==> src/core/cspc_pkg.sv <==
package cspc_pkg;
  // ----------------------------------------------------------------
  // clock, bus and register map
  // ----------------------------------------------------------------
  localparam int         CLK_HZ     = 200_000_000;
  localparam int         AW         = 8;
  localparam int         DW         = 32;
  localparam logic [7:0] OFS_CTRL   = 8'h00;
  localparam logic [7:0] OFS_CMD    = 8'h04;
  localparam logic [7:0] OFS_STATUS = 8'h08;
  localparam logic [7:0] OFS_SERVER = 8'h0C;
  localparam logic [7:0] OFS_HADDR  = 8'h10;
  localparam logic [7:0] OFS_WVAL   = 8'h14;
  localparam logic [7:0] OFS_RRES   = 8'h18;
  localparam logic [7:0] OFS_TXCNT  = 8'h1C;
  localparam logic [7:0] OFS_TRXCNT = 8'h20;
  localparam logic [7:0] OFS_RRXCNT = 8'h24;
  localparam logic [1:0] RGN_TXBUF  = 2'h1;
  localparam logic [1:0] RGN_RXBUF  = 2'h2;
  localparam logic [7:0] CTRL_RST   = 8'h00;
  // control fields
  localparam int CTL_EN   = 0;
  localparam int CTL_MODE = 1;
  localparam int CTL_PROT = 2;
  localparam int CTL_FAST = 4;
  localparam int CTL_BAUD = 5;
  // command bits, write one to fire
  localparam int CMD_TSEND  = 0;
  localparam int CMD_TFETCH = 1;
  localparam int CMD_MBWR   = 2;
  localparam int CMD_MBRD   = 3;
  localparam int CMD_RSEND  = 4;
  localparam int CMD_RFETCH = 5;
  localparam int CMD_CLR    = 6;
  // status fields
  localparam int ST_TXB  = 0;
  localparam int ST_FB   = 1;
  localparam int ST_MOK  = 2;
  localparam int ST_MERR = 3;
  localparam int ST_OVR  = 4;
  localparam int ST_LVL  = 8;
  localparam int ST_FCNT = 16;
  // ----------------------------------------------------------------
  // link framing and protocol constants
  // ----------------------------------------------------------------
  localparam int          BAUD_0     = 9600;
  localparam int          BAUD_1     = 19200;
  localparam int          BAUD_2     = 38400;
  localparam int          BAUD_3     = 57600;
  localparam int          BAUD_4     = 115200;
  localparam int          DATA_BITS  = 8;
  localparam int          GAP_BITS   = 35;
  localparam logic [7:0]  FC_RD      = 8'h03;
  localparam logic [7:0]  FC_WR      = 8'h06;
  localparam logic [15:0] MB_RD_QTY  = 16'h0001;
  localparam logic [15:0] CRC_INIT   = 16'hFFFF;
  localparam logic [15:0] CRC_POLY   = 16'hA001;
  localparam int          MB_CRC_POS = 6;
  localparam int          MB_REQ_LEN = 8;
  localparam int          MB_RD_RLEN = 7;
  localparam int          MB_WR_RLEN = 8;
  localparam int          RESP_TO_MS = 100;
  localparam int          RESP_TO_CYC_DFLT = RESP_TO_MS * (CLK_HZ / 1000);
  typedef enum logic [1:0] {
    PROT_ASCII = 2'b00, PROT_MODBUS = 2'b01, PROT_BINARY = 2'b10
  } cspc_prot_t;
  typedef enum logic [1:0] {
    K_TEXT = 2'b00, K_RAW = 2'b01, K_MBWR = 2'b10, K_MBRD = 2'b11
  } cspc_kind_t;
  typedef enum logic [2:0] {
    S_IDLE = 3'b000, S_GAP = 3'b001, S_SEND = 3'b010, S_DRAIN = 3'b011, S_WAIT = 3'b100
  } cspc_seq_t;
  function automatic logic [15:0] cspc_div(input logic [2:0] s);
    case (s)
      3'h1:    cspc_div = 16'(CLK_HZ / BAUD_1);
      3'h2:    cspc_div = 16'(CLK_HZ / BAUD_2);
      3'h3:    cspc_div = 16'(CLK_HZ / BAUD_3);
      3'h4:    cspc_div = 16'(CLK_HZ / BAUD_4);
      default: cspc_div = 16'(CLK_HZ / BAUD_0);
    endcase
  endfunction
  function automatic logic [15:0] cspc_crc(input logic [15:0] c, input logic [7:0] b);
    logic [15:0] r;
    r = c ^ {8'h00, b};
    for (int i = 0; i < DATA_BITS; i++) r = r[0] ? ((r >> 1) ^ CRC_POLY) : (r >> 1);
    cspc_crc = r;
  endfunction
endpackage

==> src/core/cspc_top.sv <==
// Decided for this implementation: the address map and strobed register access.
`timescale 1ns/1ps
// Functional notes
// - port stays idle, no send or receive, unless port_enable is set
// - rs232 mode: transmit and receive run at the same time
// - rs485 mode: driver on only while sending, receiver listens otherwise
// - bit timing from bit_rate_select, 9600 to 115200; far end matches
// - every character is start, eight data bits, no parity, one stop
// - edge_rate_select fast applied only in rs485 mode
// - protocol_select picks ascii, modbus or binary handling of commands
// - ascii strings end at a zero byte, both directions
// - text_send_cmd sends text_tx_buffer over the link
// - text_fetch_cmd moves up to text_rx_count bytes into text_rx_buffer
// - modbus client only: issue request, await reply; codes 03 and 06
// - modbus commands accepted only in rs485 mode
// - each request carries server_id and holding_reg_addr
// - reg_write_cmd sends function 06 with reg_write_value; server replies
// - reg_read_cmd sends function 03; reply value shown in reg_read_result
// - raw_send_cmd sends exactly raw_tx_count bytes unaltered
// - raw_fetch_cmd places raw_rx_count received bytes in raw_rx_buffer; here fetch stops early once the queue is empty
module cspc_top #(
  parameter int          DEPTH       = 16,
  parameter int          RXQ_DEPTH   = 16,
  parameter int unsigned RESP_TO_CYC = cspc_pkg::RESP_TO_CYC_DFLT
) (
  // clock and reset
  input  wire logic                   clk,
  input  wire logic                   sys_rst,
  // register port
  input  wire logic [cspc_pkg::AW-1:0] reg_addr,
  input  wire logic [cspc_pkg::DW-1:0] reg_wdata,
  input  wire logic                   reg_wr,
  input  wire logic                   reg_rd,
  output logic      [cspc_pkg::DW-1:0] reg_rdata,
  // transceiver pins
  input  wire logic                   ser_rxd,
  output logic                        ser_txd,
  output logic                        ser_drv_en,
  output logic                        ser_rcv_en_n,
  output logic                        ser_rs485_sel,
  output logic                        ser_edge_fast
);
  import cspc_pkg::*;
  localparam int IW = $clog2(DEPTH);
  localparam int QW = $clog2(RXQ_DEPTH);
  localparam int CW = (IW + 1 > 4) ? IW + 1 : 4;

  // ----------------------------------------------------------------
  // settings
  // ----------------------------------------------------------------
  logic [7:0]  ctrl_q;
  logic [7:0]  server_id_q;
  logic [15:0] holding_reg_addr_q;
  logic [15:0] reg_write_value_q;
  logic [15:0] reg_read_result_q;
  logic [IW:0] raw_tx_count_q;
  logic [IW:0] text_rx_count_q;
  logic [IW:0] raw_rx_count_q;
  logic [7:0]  text_tx_buffer_q [DEPTH];
  logic [7:0]  rx_out_q [DEPTH];
  logic [IW-1:0] bidx;
  logic [6:0]  cmd;
  logic        port_enable;
  logic        mode485;
  cspc_prot_t  prot;
  logic [15:0] div;
  logic [31:0] gap_cyc;
  assign port_enable = ctrl_q[CTL_EN];
  assign mode485     = ctrl_q[CTL_MODE];
  assign prot        = cspc_prot_t'(ctrl_q[CTL_PROT+:2]);
  assign div         = cspc_div(ctrl_q[CTL_BAUD+:3]);
  assign gap_cyc     = GAP_BITS * {16'h0000, div};
  assign bidx        = reg_addr[IW+1:2];
  assign cmd = (reg_wr && reg_addr == OFS_CMD) ? reg_wdata[6:0] : 7'h00;

  // software writes to configuration
  always_ff @(posedge clk or posedge sys_rst) begin
    if (sys_rst) begin
      ctrl_q             <= CTRL_RST;
      server_id_q        <= '0;
      holding_reg_addr_q <= '0;
      reg_write_value_q  <= '0;
      raw_tx_count_q     <= '0;
      text_rx_count_q    <= '0;
      raw_rx_count_q     <= '0;
    end else if (reg_wr) begin
      case (reg_addr)
        OFS_CTRL:   ctrl_q             <= reg_wdata[7:0];
        OFS_SERVER: server_id_q        <= reg_wdata[7:0];
        OFS_HADDR:  holding_reg_addr_q <= reg_wdata[15:0];
        OFS_WVAL:   reg_write_value_q  <= reg_wdata[15:0];
        OFS_TXCNT:  raw_tx_count_q     <= reg_wdata[IW:0];
        OFS_TRXCNT: text_rx_count_q    <= reg_wdata[IW:0];
        OFS_RRXCNT: raw_rx_count_q     <= reg_wdata[IW:0];
        default:    ;
      endcase
    end
  end

  // transmit buffer shared by text and raw sends; plain storage, no reset
  always_ff @(posedge clk) begin
    if (reg_wr && reg_addr[7:6] == RGN_TXBUF) text_tx_buffer_q[bidx] <= reg_wdata[7:0];
  end

  // ----------------------------------------------------------------
  // two-entry buffer between sequencer and shifter
  // ----------------------------------------------------------------
  logic [7:0] fb_q [2];
  logic [1:0] fb_cnt_q;
  logic       fb_wp_q;
  logic       fb_rp_q;
  logic       in_valid;
  logic       in_ready;
  logic [7:0] in_data;
  logic       out_valid;
  logic       out_ready;
  assign in_ready  = fb_cnt_q != 2'h2;
  assign out_valid = fb_cnt_q != 2'h0;

  // a stalled shifter back-pressures the sequencer, so no byte is lost
  always_ff @(posedge clk or posedge sys_rst) begin
    if (sys_rst) begin
      fb_cnt_q <= '0;
      fb_wp_q  <= 1'b0;
      fb_rp_q  <= 1'b0;
    end else if (!port_enable) begin
      fb_cnt_q <= '0;
      fb_wp_q  <= 1'b0;
      fb_rp_q  <= 1'b0;
    end else begin
      if (in_valid && in_ready) fb_wp_q <= ~fb_wp_q;
      if (out_valid && out_ready) fb_rp_q <= ~fb_rp_q;
      fb_cnt_q <= fb_cnt_q + 2'(in_valid && in_ready) - 2'(out_valid && out_ready);
    end
  end

  always_ff @(posedge clk) begin
    if (in_valid && in_ready) fb_q[fb_wp_q] <= in_data;
  end

  // ----------------------------------------------------------------
  // transmit shifter
  // ----------------------------------------------------------------
  logic [9:0]  tsh_q;
  logic [3:0]  tbit_q;
  logic [15:0] tcnt_q;
  logic        tx_busy_q;
  assign out_ready = port_enable && !tx_busy_q;
  assign ser_txd   = tsh_q[0];

  // frame is start, eight data lsb first, stop; idle line is high
  always_ff @(posedge clk or posedge sys_rst) begin
    if (sys_rst) begin
      tsh_q     <= '1;
      tbit_q    <= '0;
      tcnt_q    <= '0;
      tx_busy_q <= 1'b0;
    end else if (!port_enable) begin
      tsh_q     <= '1;
      tx_busy_q <= 1'b0;
    end else if (!tx_busy_q) begin
      if (out_valid) begin
        tsh_q     <= {1'b1, fb_q[fb_rp_q], 1'b0};
        tbit_q    <= '0;
        tcnt_q    <= '0;
        tx_busy_q <= 1'b1;
      end
    end else if (tcnt_q == div - 16'h0001) begin
      tcnt_q <= '0;
      tsh_q  <= {1'b1, tsh_q[9:1]};
      tbit_q <= tbit_q + 4'h1;
      if (tbit_q == 4'(DATA_BITS + 1)) tx_busy_q <= 1'b0;
    end else begin
      tcnt_q <= tcnt_q + 16'h0001;
    end
  end

  // ----------------------------------------------------------------
  // receiver
  // ----------------------------------------------------------------
  logic        rxd_s1_q;
  logic        rxd_s2_q;
  logic        rxd_p_q;
  logic        rx_busy_q;
  logic [3:0]  rbit_q;
  logic [15:0] rcnt_q;
  logic [7:0]  rsh_q;
  logic        rx_vld_q;
  logic        listen;
  cspc_seq_t   seq_q;
  // half duplex: in rs485 our own echo must not be taken as input
  assign listen = port_enable && (!mode485 || (!tx_busy_q && seq_q != S_SEND
                  && seq_q != S_DRAIN));

  always_ff @(posedge clk or posedge sys_rst) begin
    if (sys_rst) begin
      rxd_s1_q <= 1'b1;
      rxd_s2_q <= 1'b1;
      rxd_p_q  <= 1'b1;
    end else begin
      rxd_s1_q <= ser_rxd;
      rxd_s2_q <= rxd_s1_q;
      rxd_p_q  <= rxd_s2_q;
    end
  end

  // start found on falling edge, each bit sampled at its middle
  always_ff @(posedge clk or posedge sys_rst) begin
    if (sys_rst) begin
      rx_busy_q <= 1'b0;
      rbit_q    <= '0;
      rcnt_q    <= '0;
      rsh_q     <= '0;
      rx_vld_q  <= 1'b0;
    end else begin
      rx_vld_q <= 1'b0;
      if (!listen) begin
        rx_busy_q <= 1'b0;
      end else if (!rx_busy_q) begin
        if (rxd_p_q && !rxd_s2_q) begin
          rx_busy_q <= 1'b1;
          rbit_q    <= '0;
          rcnt_q    <= {1'b0, div[15:1]};
        end
      end else if (rcnt_q == div - 16'h0001) begin
        rcnt_q <= '0;
        rbit_q <= rbit_q + 4'h1;
        if (rbit_q == 4'h0) begin
          if (rxd_s2_q) rx_busy_q <= 1'b0;                             // false start
        end else if (rbit_q <= 4'(DATA_BITS)) begin
          rsh_q <= {rxd_s2_q, rsh_q[7:1]};
        end else begin
          rx_busy_q <= 1'b0;
          rx_vld_q  <= rxd_s2_q;
        end
      end else begin
        rcnt_q <= rcnt_q + 16'h0001;
      end
    end
  end

  // ----------------------------------------------------------------
  // input queue and fetch
  // ----------------------------------------------------------------
  logic [7:0]  rxq_q [RXQ_DEPTH];
  logic [QW-1:0] rq_wp_q;
  logic [QW-1:0] rq_rp_q;
  logic [QW:0] rq_lvl_q;
  logic        rq_push;
  logic        rq_pop;
  logic        overrun_q;
  logic        fetch_busy_q;
  logic        fetch_text_q;
  logic        fetch_zero_q;
  logic [IW:0] fetch_cnt_q;
  logic [IW:0] fetch_lim;
  logic        fetch_go;
  // modbus replies go to the parser, not into the queue
  assign rq_push  = rx_vld_q && seq_q != S_WAIT
                    && rq_lvl_q != (QW+1)'(RXQ_DEPTH);
  assign rq_pop   = fetch_busy_q && fetch_cnt_q != fetch_lim
                    && rq_lvl_q != '0 && !fetch_zero_q;
  assign fetch_lim = fetch_text_q ? text_rx_count_q : raw_rx_count_q;
  assign fetch_go = port_enable && !fetch_busy_q
                    && ((cmd[CMD_TFETCH] && prot == PROT_ASCII)
                    || (cmd[CMD_RFETCH] && prot == PROT_BINARY));

  always_ff @(posedge clk or posedge sys_rst) begin
    if (sys_rst) begin
      rq_wp_q  <= '0;
      rq_rp_q  <= '0;
      rq_lvl_q <= '0;
    end else begin
      if (rq_push) rq_wp_q <= rq_wp_q + QW'(1);
      if (rq_pop) rq_rp_q <= rq_rp_q + QW'(1);
      rq_lvl_q <= rq_lvl_q + (QW+1)'(rq_push) - (QW+1)'(rq_pop);
    end
  end

  always_ff @(posedge clk) begin
    if (rq_push) rxq_q[rq_wp_q] <= rsh_q;
    if (rq_pop) rx_out_q[fetch_cnt_q[IW-1:0]] <= rxq_q[rq_rp_q];
  end

  // overrun is sticky; a new drop beats a clear in the same cycle
  always_ff @(posedge clk or posedge sys_rst) begin
    if (sys_rst) overrun_q <= 1'b0;
    else if (rx_vld_q && seq_q != S_WAIT && !rq_push) overrun_q <= 1'b1;
    else if (cmd[CMD_CLR]) overrun_q <= 1'b0;
  end

  // fetch stops at count, empty queue, or after a zero byte in text
  always_ff @(posedge clk or posedge sys_rst) begin
    if (sys_rst) begin
      fetch_busy_q <= 1'b0;
      fetch_text_q <= 1'b0;
      fetch_zero_q <= 1'b0;
      fetch_cnt_q  <= '0;
    end else if (fetch_go) begin
      fetch_busy_q <= 1'b1;
      fetch_text_q <= prot == PROT_ASCII;
      fetch_zero_q <= 1'b0;
      fetch_cnt_q  <= '0;
    end else if (rq_pop) begin
      fetch_cnt_q  <= fetch_cnt_q + (IW+1)'(1);
      fetch_zero_q <= fetch_text_q && rxq_q[rq_rp_q] == 8'h00;
    end else begin
      fetch_busy_q <= 1'b0;
    end
  end

  // ----------------------------------------------------------------
  // send sequencer and modbus client
  // ----------------------------------------------------------------
  cspc_kind_t  kind_q;
  logic [CW-1:0] idx_q;
  logic [15:0] crc_q;
  logic [15:0] rcrc_q;
  logic [31:0] tmr_q;
  logic [3:0]  rnum_q;
  logic [7:0]  mrx_q [5];
  logic        mb_ok_q;
  logic        mb_err_q;
  logic        send_go;
  logic        mb_go;
  logic        src_end;
  logic [7:0]  mb_byte;
  logic        mb_good;
  logic [3:0]  mb_rlen;
  assign mb_go   = port_enable && mode485 && prot == PROT_MODBUS
                   && (cmd[CMD_MBWR] || cmd[CMD_MBRD]);
  assign send_go = seq_q == S_IDLE && (mb_go || (port_enable
                   && ((cmd[CMD_TSEND] && prot == PROT_ASCII)
                   || (cmd[CMD_RSEND] && prot == PROT_BINARY))));
  assign mb_rlen = kind_q == K_MBRD ? 4'(MB_RD_RLEN) : 4'(MB_WR_RLEN);
  assign mb_good = rcrc_q == 16'h0000 && rnum_q == mb_rlen && mrx_q[0] == server_id_q
                   && mrx_q[1] == (kind_q == K_MBRD ? FC_RD : FC_WR);

  // byte source for each kind of send
  always_comb begin
    case (idx_q[2:0])
      3'h0:    mb_byte = server_id_q;
      3'h1:    mb_byte = kind_q == K_MBRD ? FC_RD : FC_WR;
      3'h2:    mb_byte = holding_reg_addr_q[15:8];
      3'h3:    mb_byte = holding_reg_addr_q[7:0];
      3'h4:    mb_byte = kind_q == K_MBRD ? MB_RD_QTY[15:8] : reg_write_value_q[15:8];
      3'h5:    mb_byte = kind_q == K_MBRD ? MB_RD_QTY[7:0] : reg_write_value_q[7:0];
      3'h6:    mb_byte = crc_q[7:0];
      default: mb_byte = crc_q[15:8];
    endcase
    case (kind_q)
      K_TEXT: begin
        in_data = text_tx_buffer_q[idx_q[IW-1:0]];
        src_end = idx_q == CW'(DEPTH) || in_data == 8'h00;
      end
      K_RAW: begin
        in_data = text_tx_buffer_q[idx_q[IW-1:0]];
        src_end = idx_q == CW'(raw_tx_count_q);
      end
      default: begin
        in_data = mb_byte;
        src_end = idx_q == CW'(MB_REQ_LEN);
      end
    endcase
    in_valid = seq_q == S_SEND && !src_end;
  end

  always_ff @(posedge clk or posedge sys_rst) begin
    if (sys_rst) begin
      seq_q    <= S_IDLE;
      kind_q   <= K_TEXT;
      idx_q    <= '0;
      crc_q    <= CRC_INIT;
      rcrc_q   <= CRC_INIT;
      tmr_q    <= '0;
      rnum_q   <= '0;
      mb_ok_q  <= 1'b0;
      mb_err_q <= 1'b0;
      reg_read_result_q <= '0;
    end else if (!port_enable) begin
      seq_q <= S_IDLE;
    end else begin
      case (seq_q)
        S_IDLE: if (send_go) begin
          idx_q  <= '0;
          crc_q  <= CRC_INIT;
          tmr_q  <= '0;
          if (mb_go) begin
            kind_q   <= cmd[CMD_MBRD] ? K_MBRD : K_MBWR;
            mb_ok_q  <= 1'b0;
            mb_err_q <= 1'b0;
            seq_q    <= S_GAP;
          end else begin
            kind_q <= prot == PROT_BINARY ? K_RAW : K_TEXT;
            seq_q  <= S_SEND;
          end
        end
        // line must be quiet 3.5 characters before a request
        S_GAP: begin
          tmr_q <= rx_busy_q ? '0 : tmr_q + 32'h0000_0001;
          if (tmr_q >= gap_cyc) seq_q <= S_SEND;
        end
        S_SEND: begin
          if (src_end) seq_q <= S_DRAIN;
          else if (in_ready) begin
            idx_q <= idx_q + CW'(1);
            if (idx_q < CW'(MB_CRC_POS)) crc_q <= cspc_crc(crc_q, in_data);
          end
        end
        S_DRAIN: if (!out_valid && !tx_busy_q) begin
          tmr_q  <= '0;
          rnum_q <= '0;
          rcrc_q <= CRC_INIT;
          seq_q  <= kind_q[1] ? S_WAIT : S_IDLE;
        end
        // reply ends on a 3.5 character gap; no reply at all times out
        S_WAIT: begin
          tmr_q <= rx_vld_q ? '0 : tmr_q + 32'h0000_0001;
          if (rx_vld_q) begin
            rcrc_q <= cspc_crc(rcrc_q, rsh_q);
            if (rnum_q < 4'h5) mrx_q[rnum_q[2:0]] <= rsh_q;
            if (rnum_q != 4'hF) rnum_q <= rnum_q + 4'h1;
          end else if (rnum_q != 4'h0 && tmr_q >= gap_cyc) begin
            seq_q    <= S_IDLE;
            mb_ok_q  <= mb_good;
            mb_err_q <= !mb_good;
            if (mb_good && kind_q == K_MBRD)
              reg_read_result_q <= {mrx_q[3], mrx_q[4]};
          end else if (rnum_q == 4'h0 && tmr_q >= RESP_TO_CYC) begin
            seq_q    <= S_IDLE;
            mb_err_q <= 1'b1;
          end
        end
        default: seq_q <= S_IDLE;
      endcase
    end
  end

  // ----------------------------------------------------------------
  // pin controls and read-back
  // ----------------------------------------------------------------
  always_ff @(posedge clk or posedge sys_rst) begin
    if (sys_rst) begin
      ser_drv_en    <= 1'b0;
      ser_rcv_en_n  <= 1'b1;
      ser_rs485_sel <= 1'b0;
      ser_edge_fast <= 1'b0;
    end else begin
      ser_drv_en    <= port_enable && (!mode485 || tx_busy_q || out_valid
                       || seq_q == S_SEND);
      ser_rcv_en_n  <= !listen;
      ser_rs485_sel <= mode485;
      ser_edge_fast <= port_enable && mode485 && ctrl_q[CTL_FAST];
    end
  end

  always_ff @(posedge clk or posedge sys_rst) begin
    if (sys_rst) reg_rdata <= '0;
    else if (reg_rd) begin
      reg_rdata <= '0;
      if (reg_addr[7:6] == RGN_RXBUF) reg_rdata[7:0] <= rx_out_q[bidx];
      else if (reg_addr[7:6] == RGN_TXBUF) reg_rdata[7:0] <= text_tx_buffer_q[bidx];
      else
        case (reg_addr)
          OFS_CTRL:   reg_rdata[7:0]  <= ctrl_q;
          OFS_STATUS: begin
            reg_rdata[ST_TXB]          <= seq_q != S_IDLE;
            reg_rdata[ST_FB]           <= fetch_busy_q;
            reg_rdata[ST_MOK]          <= mb_ok_q;
            reg_rdata[ST_MERR]         <= mb_err_q;
            reg_rdata[ST_OVR]          <= overrun_q;
            reg_rdata[ST_LVL+:QW+1]    <= rq_lvl_q;
            reg_rdata[ST_FCNT+:IW+1]   <= fetch_cnt_q;
          end
          OFS_SERVER: reg_rdata[7:0]  <= server_id_q;
          OFS_HADDR:  reg_rdata[15:0] <= holding_reg_addr_q;
          OFS_WVAL:   reg_rdata[15:0] <= reg_write_value_q;
          OFS_RRES:   reg_rdata[15:0] <= reg_read_result_q;
          OFS_TXCNT:  reg_rdata[IW:0] <= raw_tx_count_q;
          OFS_TRXCNT: reg_rdata[IW:0] <= text_rx_count_q;
          OFS_RRXCNT: reg_rdata[IW:0] <= raw_rx_count_q;
          default:    ;
        endcase
    end
  end
endmodule

==> config.mk <==
export PLATFORM = sky130hd
export DESIGN_NAME = cspc_top
export DESIGN_NICKNAME = d
export VERILOG_FILES = /design/src/core/cspc_pkg.sv /design/src/core/cspc_top.sv
export SDC_FILE = /design/constraint.sdc
export NUM_CORES = 1
export LEC_CHECK = 0
export BUFFER_PORTS_ARGS = -buffer_cell sky130_fd_sc_hd__buf_2
export CELL_PAD_IN_SITES_DETAIL_PLACEMENT = 1
export CELL_PAD_IN_SITES_GLOBAL_PLACEMENT = 2
export CORE_UTILIZATION = 41
export CTS_CLUSTER_DIAMETER = 80
export DETAILED_ROUTE_END_ITERATION = 10
export GPL_TIMING_DRIVEN = 0
export PLACE_DENSITY = 0.79
export SLEW_MARGIN = 20
export SYNTH_ARGS = -nofsm -noshare
export SYNTH_HDL_FRONTEND = slang
export SYNTH_SLANG_ARGS = --single-unit
==> constraint.sdc <==
create_clock -name clk -period 8.6 [get_ports clk]
set_input_delay 1.29 -clock clk [delete_from_list [all_inputs] [get_ports clk]]
set_output_delay 1.29 -clock clk [all_outputs]
set_load 0.01 [all_outputs]
==> results.tsv <==
metric	value	unit
max_clock_freq	0.131	GHz
cts_root_buf	clkbuf_16	
grt_max_degree	34	
cp-start-kind	flip-flop	
synth.area.top_cells	edfxtp_1 37%, dfrtp_1 16%, mux4_2 7.3%	
grt-ovfl-total	0	
p_leak	14.1	nW
cts_tree	done	
slowest_stage	buf_1	
drv_cap	0	
fp.dieH	293	um
finalHoldViolCount	0	
ant_nets	0	
worst_hold_slack	371	ps
synth_ff_type	edfxtp_1	
place_congestion	0.870	
clkSinkCount	705	
dpl.hpwl	75000	um
clock_path_buffers	3	
slew_headroom	25.5	%
via_per_inst	5.82	
crit_buf_inv	3	
wl_per_cell	25.9	um
worstSetupPathType	reg -> reg	
area_growth	13.9	%
cts_buffers	82	
synth_top_cell_by_area	edfxtp_1	
synth_edf_count	432	
grt_pass1_vias	25200	
synth_top_area_share	37.4	%
rows	106	
via_count	23300	
crit_required	9120	ps
start_util	41.4	%
critPathTopFamily	compound AO/OA/AOI/OAI gates	
slowest_delay	660	ps
portBuffers	49	
htreeDepth	3	
arrival	8130	ps
internal_power	0.00589	W
finClkSkew	42.2	ps
yosys_warnings	0	
grt_antenna_before_repair	4	
grt_pass1_wl	158000	um
clk_latency	660	ps
setup_viol	0	
end_kind	flip-flop	
io_pins	82	
comb_power_share	7.0	%
ys_types	99	
core	0.0837	mm2
synth_seq_cells	705	
post_cts_buffers	0	
finalSetupTns	0	ps
power.share.clock	45.8	%
ctsHoldBuffers	0	
synthCells	2637	
drive_above_1_share	18.8	%
async_flop_share	38.7	%
finalCritPeriodShare	88.5	%
synth_area_per_cell	13.1	um2
dp_cells	3847	
fin_cells	4003	
path_max_fanout	10	
syn_area	0.0346	mm2
ys_seq_area_share	57.3	%
post-route-min-period	7610	ps
swShare	23.8	%
seq_power_share	47.2	%
post_dp_cell_area	0.0367	mm2
p_sw	0.00184	W
utilization	47.1	%
pwr_density_cell	196	mW/mm2
finalWirelength	104000	um
peakVddDrop	148	uV
cpMostUsedCell	ha_1	
die_x	293	um
clkTransAtPathRegs	60	ps
stdcell_area	0.0395	mm2
fp.dieArea	0.0857	mm2
drc_errors	0	
drtIter0Drc	1943	
grt_usage	24.4	%
first_pass_iters	5	
rsz0062_at_grt	no	
status	finished clean	
tightest_slew	1110	ps
report.final.slew_viol_count	0	
cts_resized	0	
min_path_type	reg -> reg	
nets	2939	
==> worst register-to-register path: stages (launching register included) <==
cell and delay [ps]:
dfrtp_1 490, buf_2 320, buf_1 660, nand2_1 250, ha_1 370, ha_1 280
ha_1 300, xnor2_1 140, ha_1 330, a21oi_1 220, o21ai_0 170, a21oi_1 180
nor2b_1 70, o21a_1 180, o21a_1 180, o21a_1 190, o41ai_1 420, ha_1 230
nand4_1 100, a21oi_1 270, a211oi_1 210, or2_1 300, nand4b_1 220, nor4_2 650
buf_2 410, mux2_2 380
==> power by group through the flow <==
stage          clock network (W)  logic (W)  registers (W)
4_1_cts                  0.00360   0.000546        0.00365
3_3_place_gp                   0   0.000510        0.00372
6_report                 0.00354   0.000541        0.00365
3_5_place_dp                   0   0.000541        0.00372
2_1_floorplan                  0   0.000360        0.00370
5_1_grt                  0.00371   0.000597        0.00365
==> area by class of cell <==
type | count | area (um2)
inverters | 112 | 424
multi-input cells | 1686 | 13800
repair buffers | 65 | 522
fillers | 8501 | 44200
flip-flops and latches | 705 | 19900
diodes | 3 | 7.51
clock buffers | 115 | 2330
clock inverters | 37 | 410
well taps | 1134 | 1420
plain buffers | 146 | 686
==> routing by layer <==
layer | up-vias | global-route usage [%] | share of wire, %
met5 | - | 0 | 0
met4 | 0 | 9.59 | 3.6
met3 | 200 | 3.54 | 5.3
met2 | 689 | 41.0 | 49
met1 | 12200 | 31.8 | 42
li1 | 10200 | - | -
==> cell usage in the layout, fill, tap and decap left out, drive strengths merged, types with 43 or more instances in the layout <==
| cell | instances |
|---|---|
| clkbuf | 194 |
| dfstp | 45 |
| xor2 | 43 |
| a21oi | 104 |
| nand3 | 60 |
| o21ai | 131 |
| mux2i | 110 |
| nor2 | 174 |
| buf | 132 |
| mux2 | 106 |
| edfxtp | 432 |
| inv | 113 |
| nand2b | 45 |
| nand2 | 161 |
| ha | 90 |
| mux4 | 117 |
| xnor2 | 83 |
| dfrtp | 228 |
==> cells by family (layout without fill, tap and decap cells) <==
family          count (synthesis)  count (layout)  share of synthesized area [%]
fa+ha+maj                      96              96                           3.60
simple gates                  667             667                           9.63
compound gates                449             449                           8.53
other cells                     2              17                         0.0217
buf+inv                       258             475                           3.19
flops                         705             705                           57.3
xor+xnor                      127             127                           3.42
mux                           333             333                           14.3
==> Yosys cell counts, drive strengths merged, types with 12 or more instances <==
| cell | count |
|---|---|
| a21o | 12 |
| a21oi | 104 |
| a221oi | 20 |
| a22o | 18 |
| a22oi | 28 |
| and2 | 29 |
| and3 | 42 |
| buf | 67 |
| clkbuf | 79 |
| dfrtp | 228 |
| dfstp | 45 |
| edfxtp | 432 |
| ha | 90 |
| inv | 110 |
| mux2 | 106 |
| mux2i | 110 |
| mux4 | 117 |
| nand2 | 161 |
| nand2b | 45 |
| nand3 | 60 |
| nand4 | 22 |
| nor2 | 174 |
| nor2b | 21 |
| nor3 | 42 |
| nor4 | 19 |
| o21ai | 131 |
| o22a | 19 |
| o22ai | 21 |
| xnor2 | 83 |
| xor2 | 43 |
==> metrics by stage <==
step	power (W)	setup WS, ps
after global placement	0.00423	911
after detailed placement	0.00426	850
after floorplan	0.00406	2530
after CTS	0.00780	844
after global routing	0.00796	403
final	0.00773	993
==> path summary, 6_finish.rpt <==
check / from / endpoint / slack [ps] / depth (start not counted)
setup / recovery: ctrl_q[7] / reg_read_result_q[7] / 990 / 25
max in group asynchronous: sys_rst / rq_rp_q[3] / 6780 / 5
hold / removal: rxd_s1_q / rxd_s2_q / 370 / 0
min in group asynchronous: sys_rst / tmr_q[6] / 780 / 2
setup reg to reg: ctrl_q[7] / reg_read_result_q[7] / 990 / 25
hold reg to reg: rxd_s1_q / rxd_s2_q / 370 / 0
==> sequential cells by signal, summed over array words and instances, names as in the netlist, 8 cells and up <==
signal	flops
rcnt_q	16
fb_q	16
server_id_q	8
rsh_q	8
tcnt_q	16
rxq_q	128
tsh_q	9
reg_write_value_q	16
text_tx_buffer_q	128
ctrl_q	8
reg_rdata	21
rcrc_q	16
mrx_q	32
reg_read_result_q	16
rx_out_q	128
crc_q	16
tmr_q	32
holding_reg_addr_q	16
(Power assumes the default switching activity.)
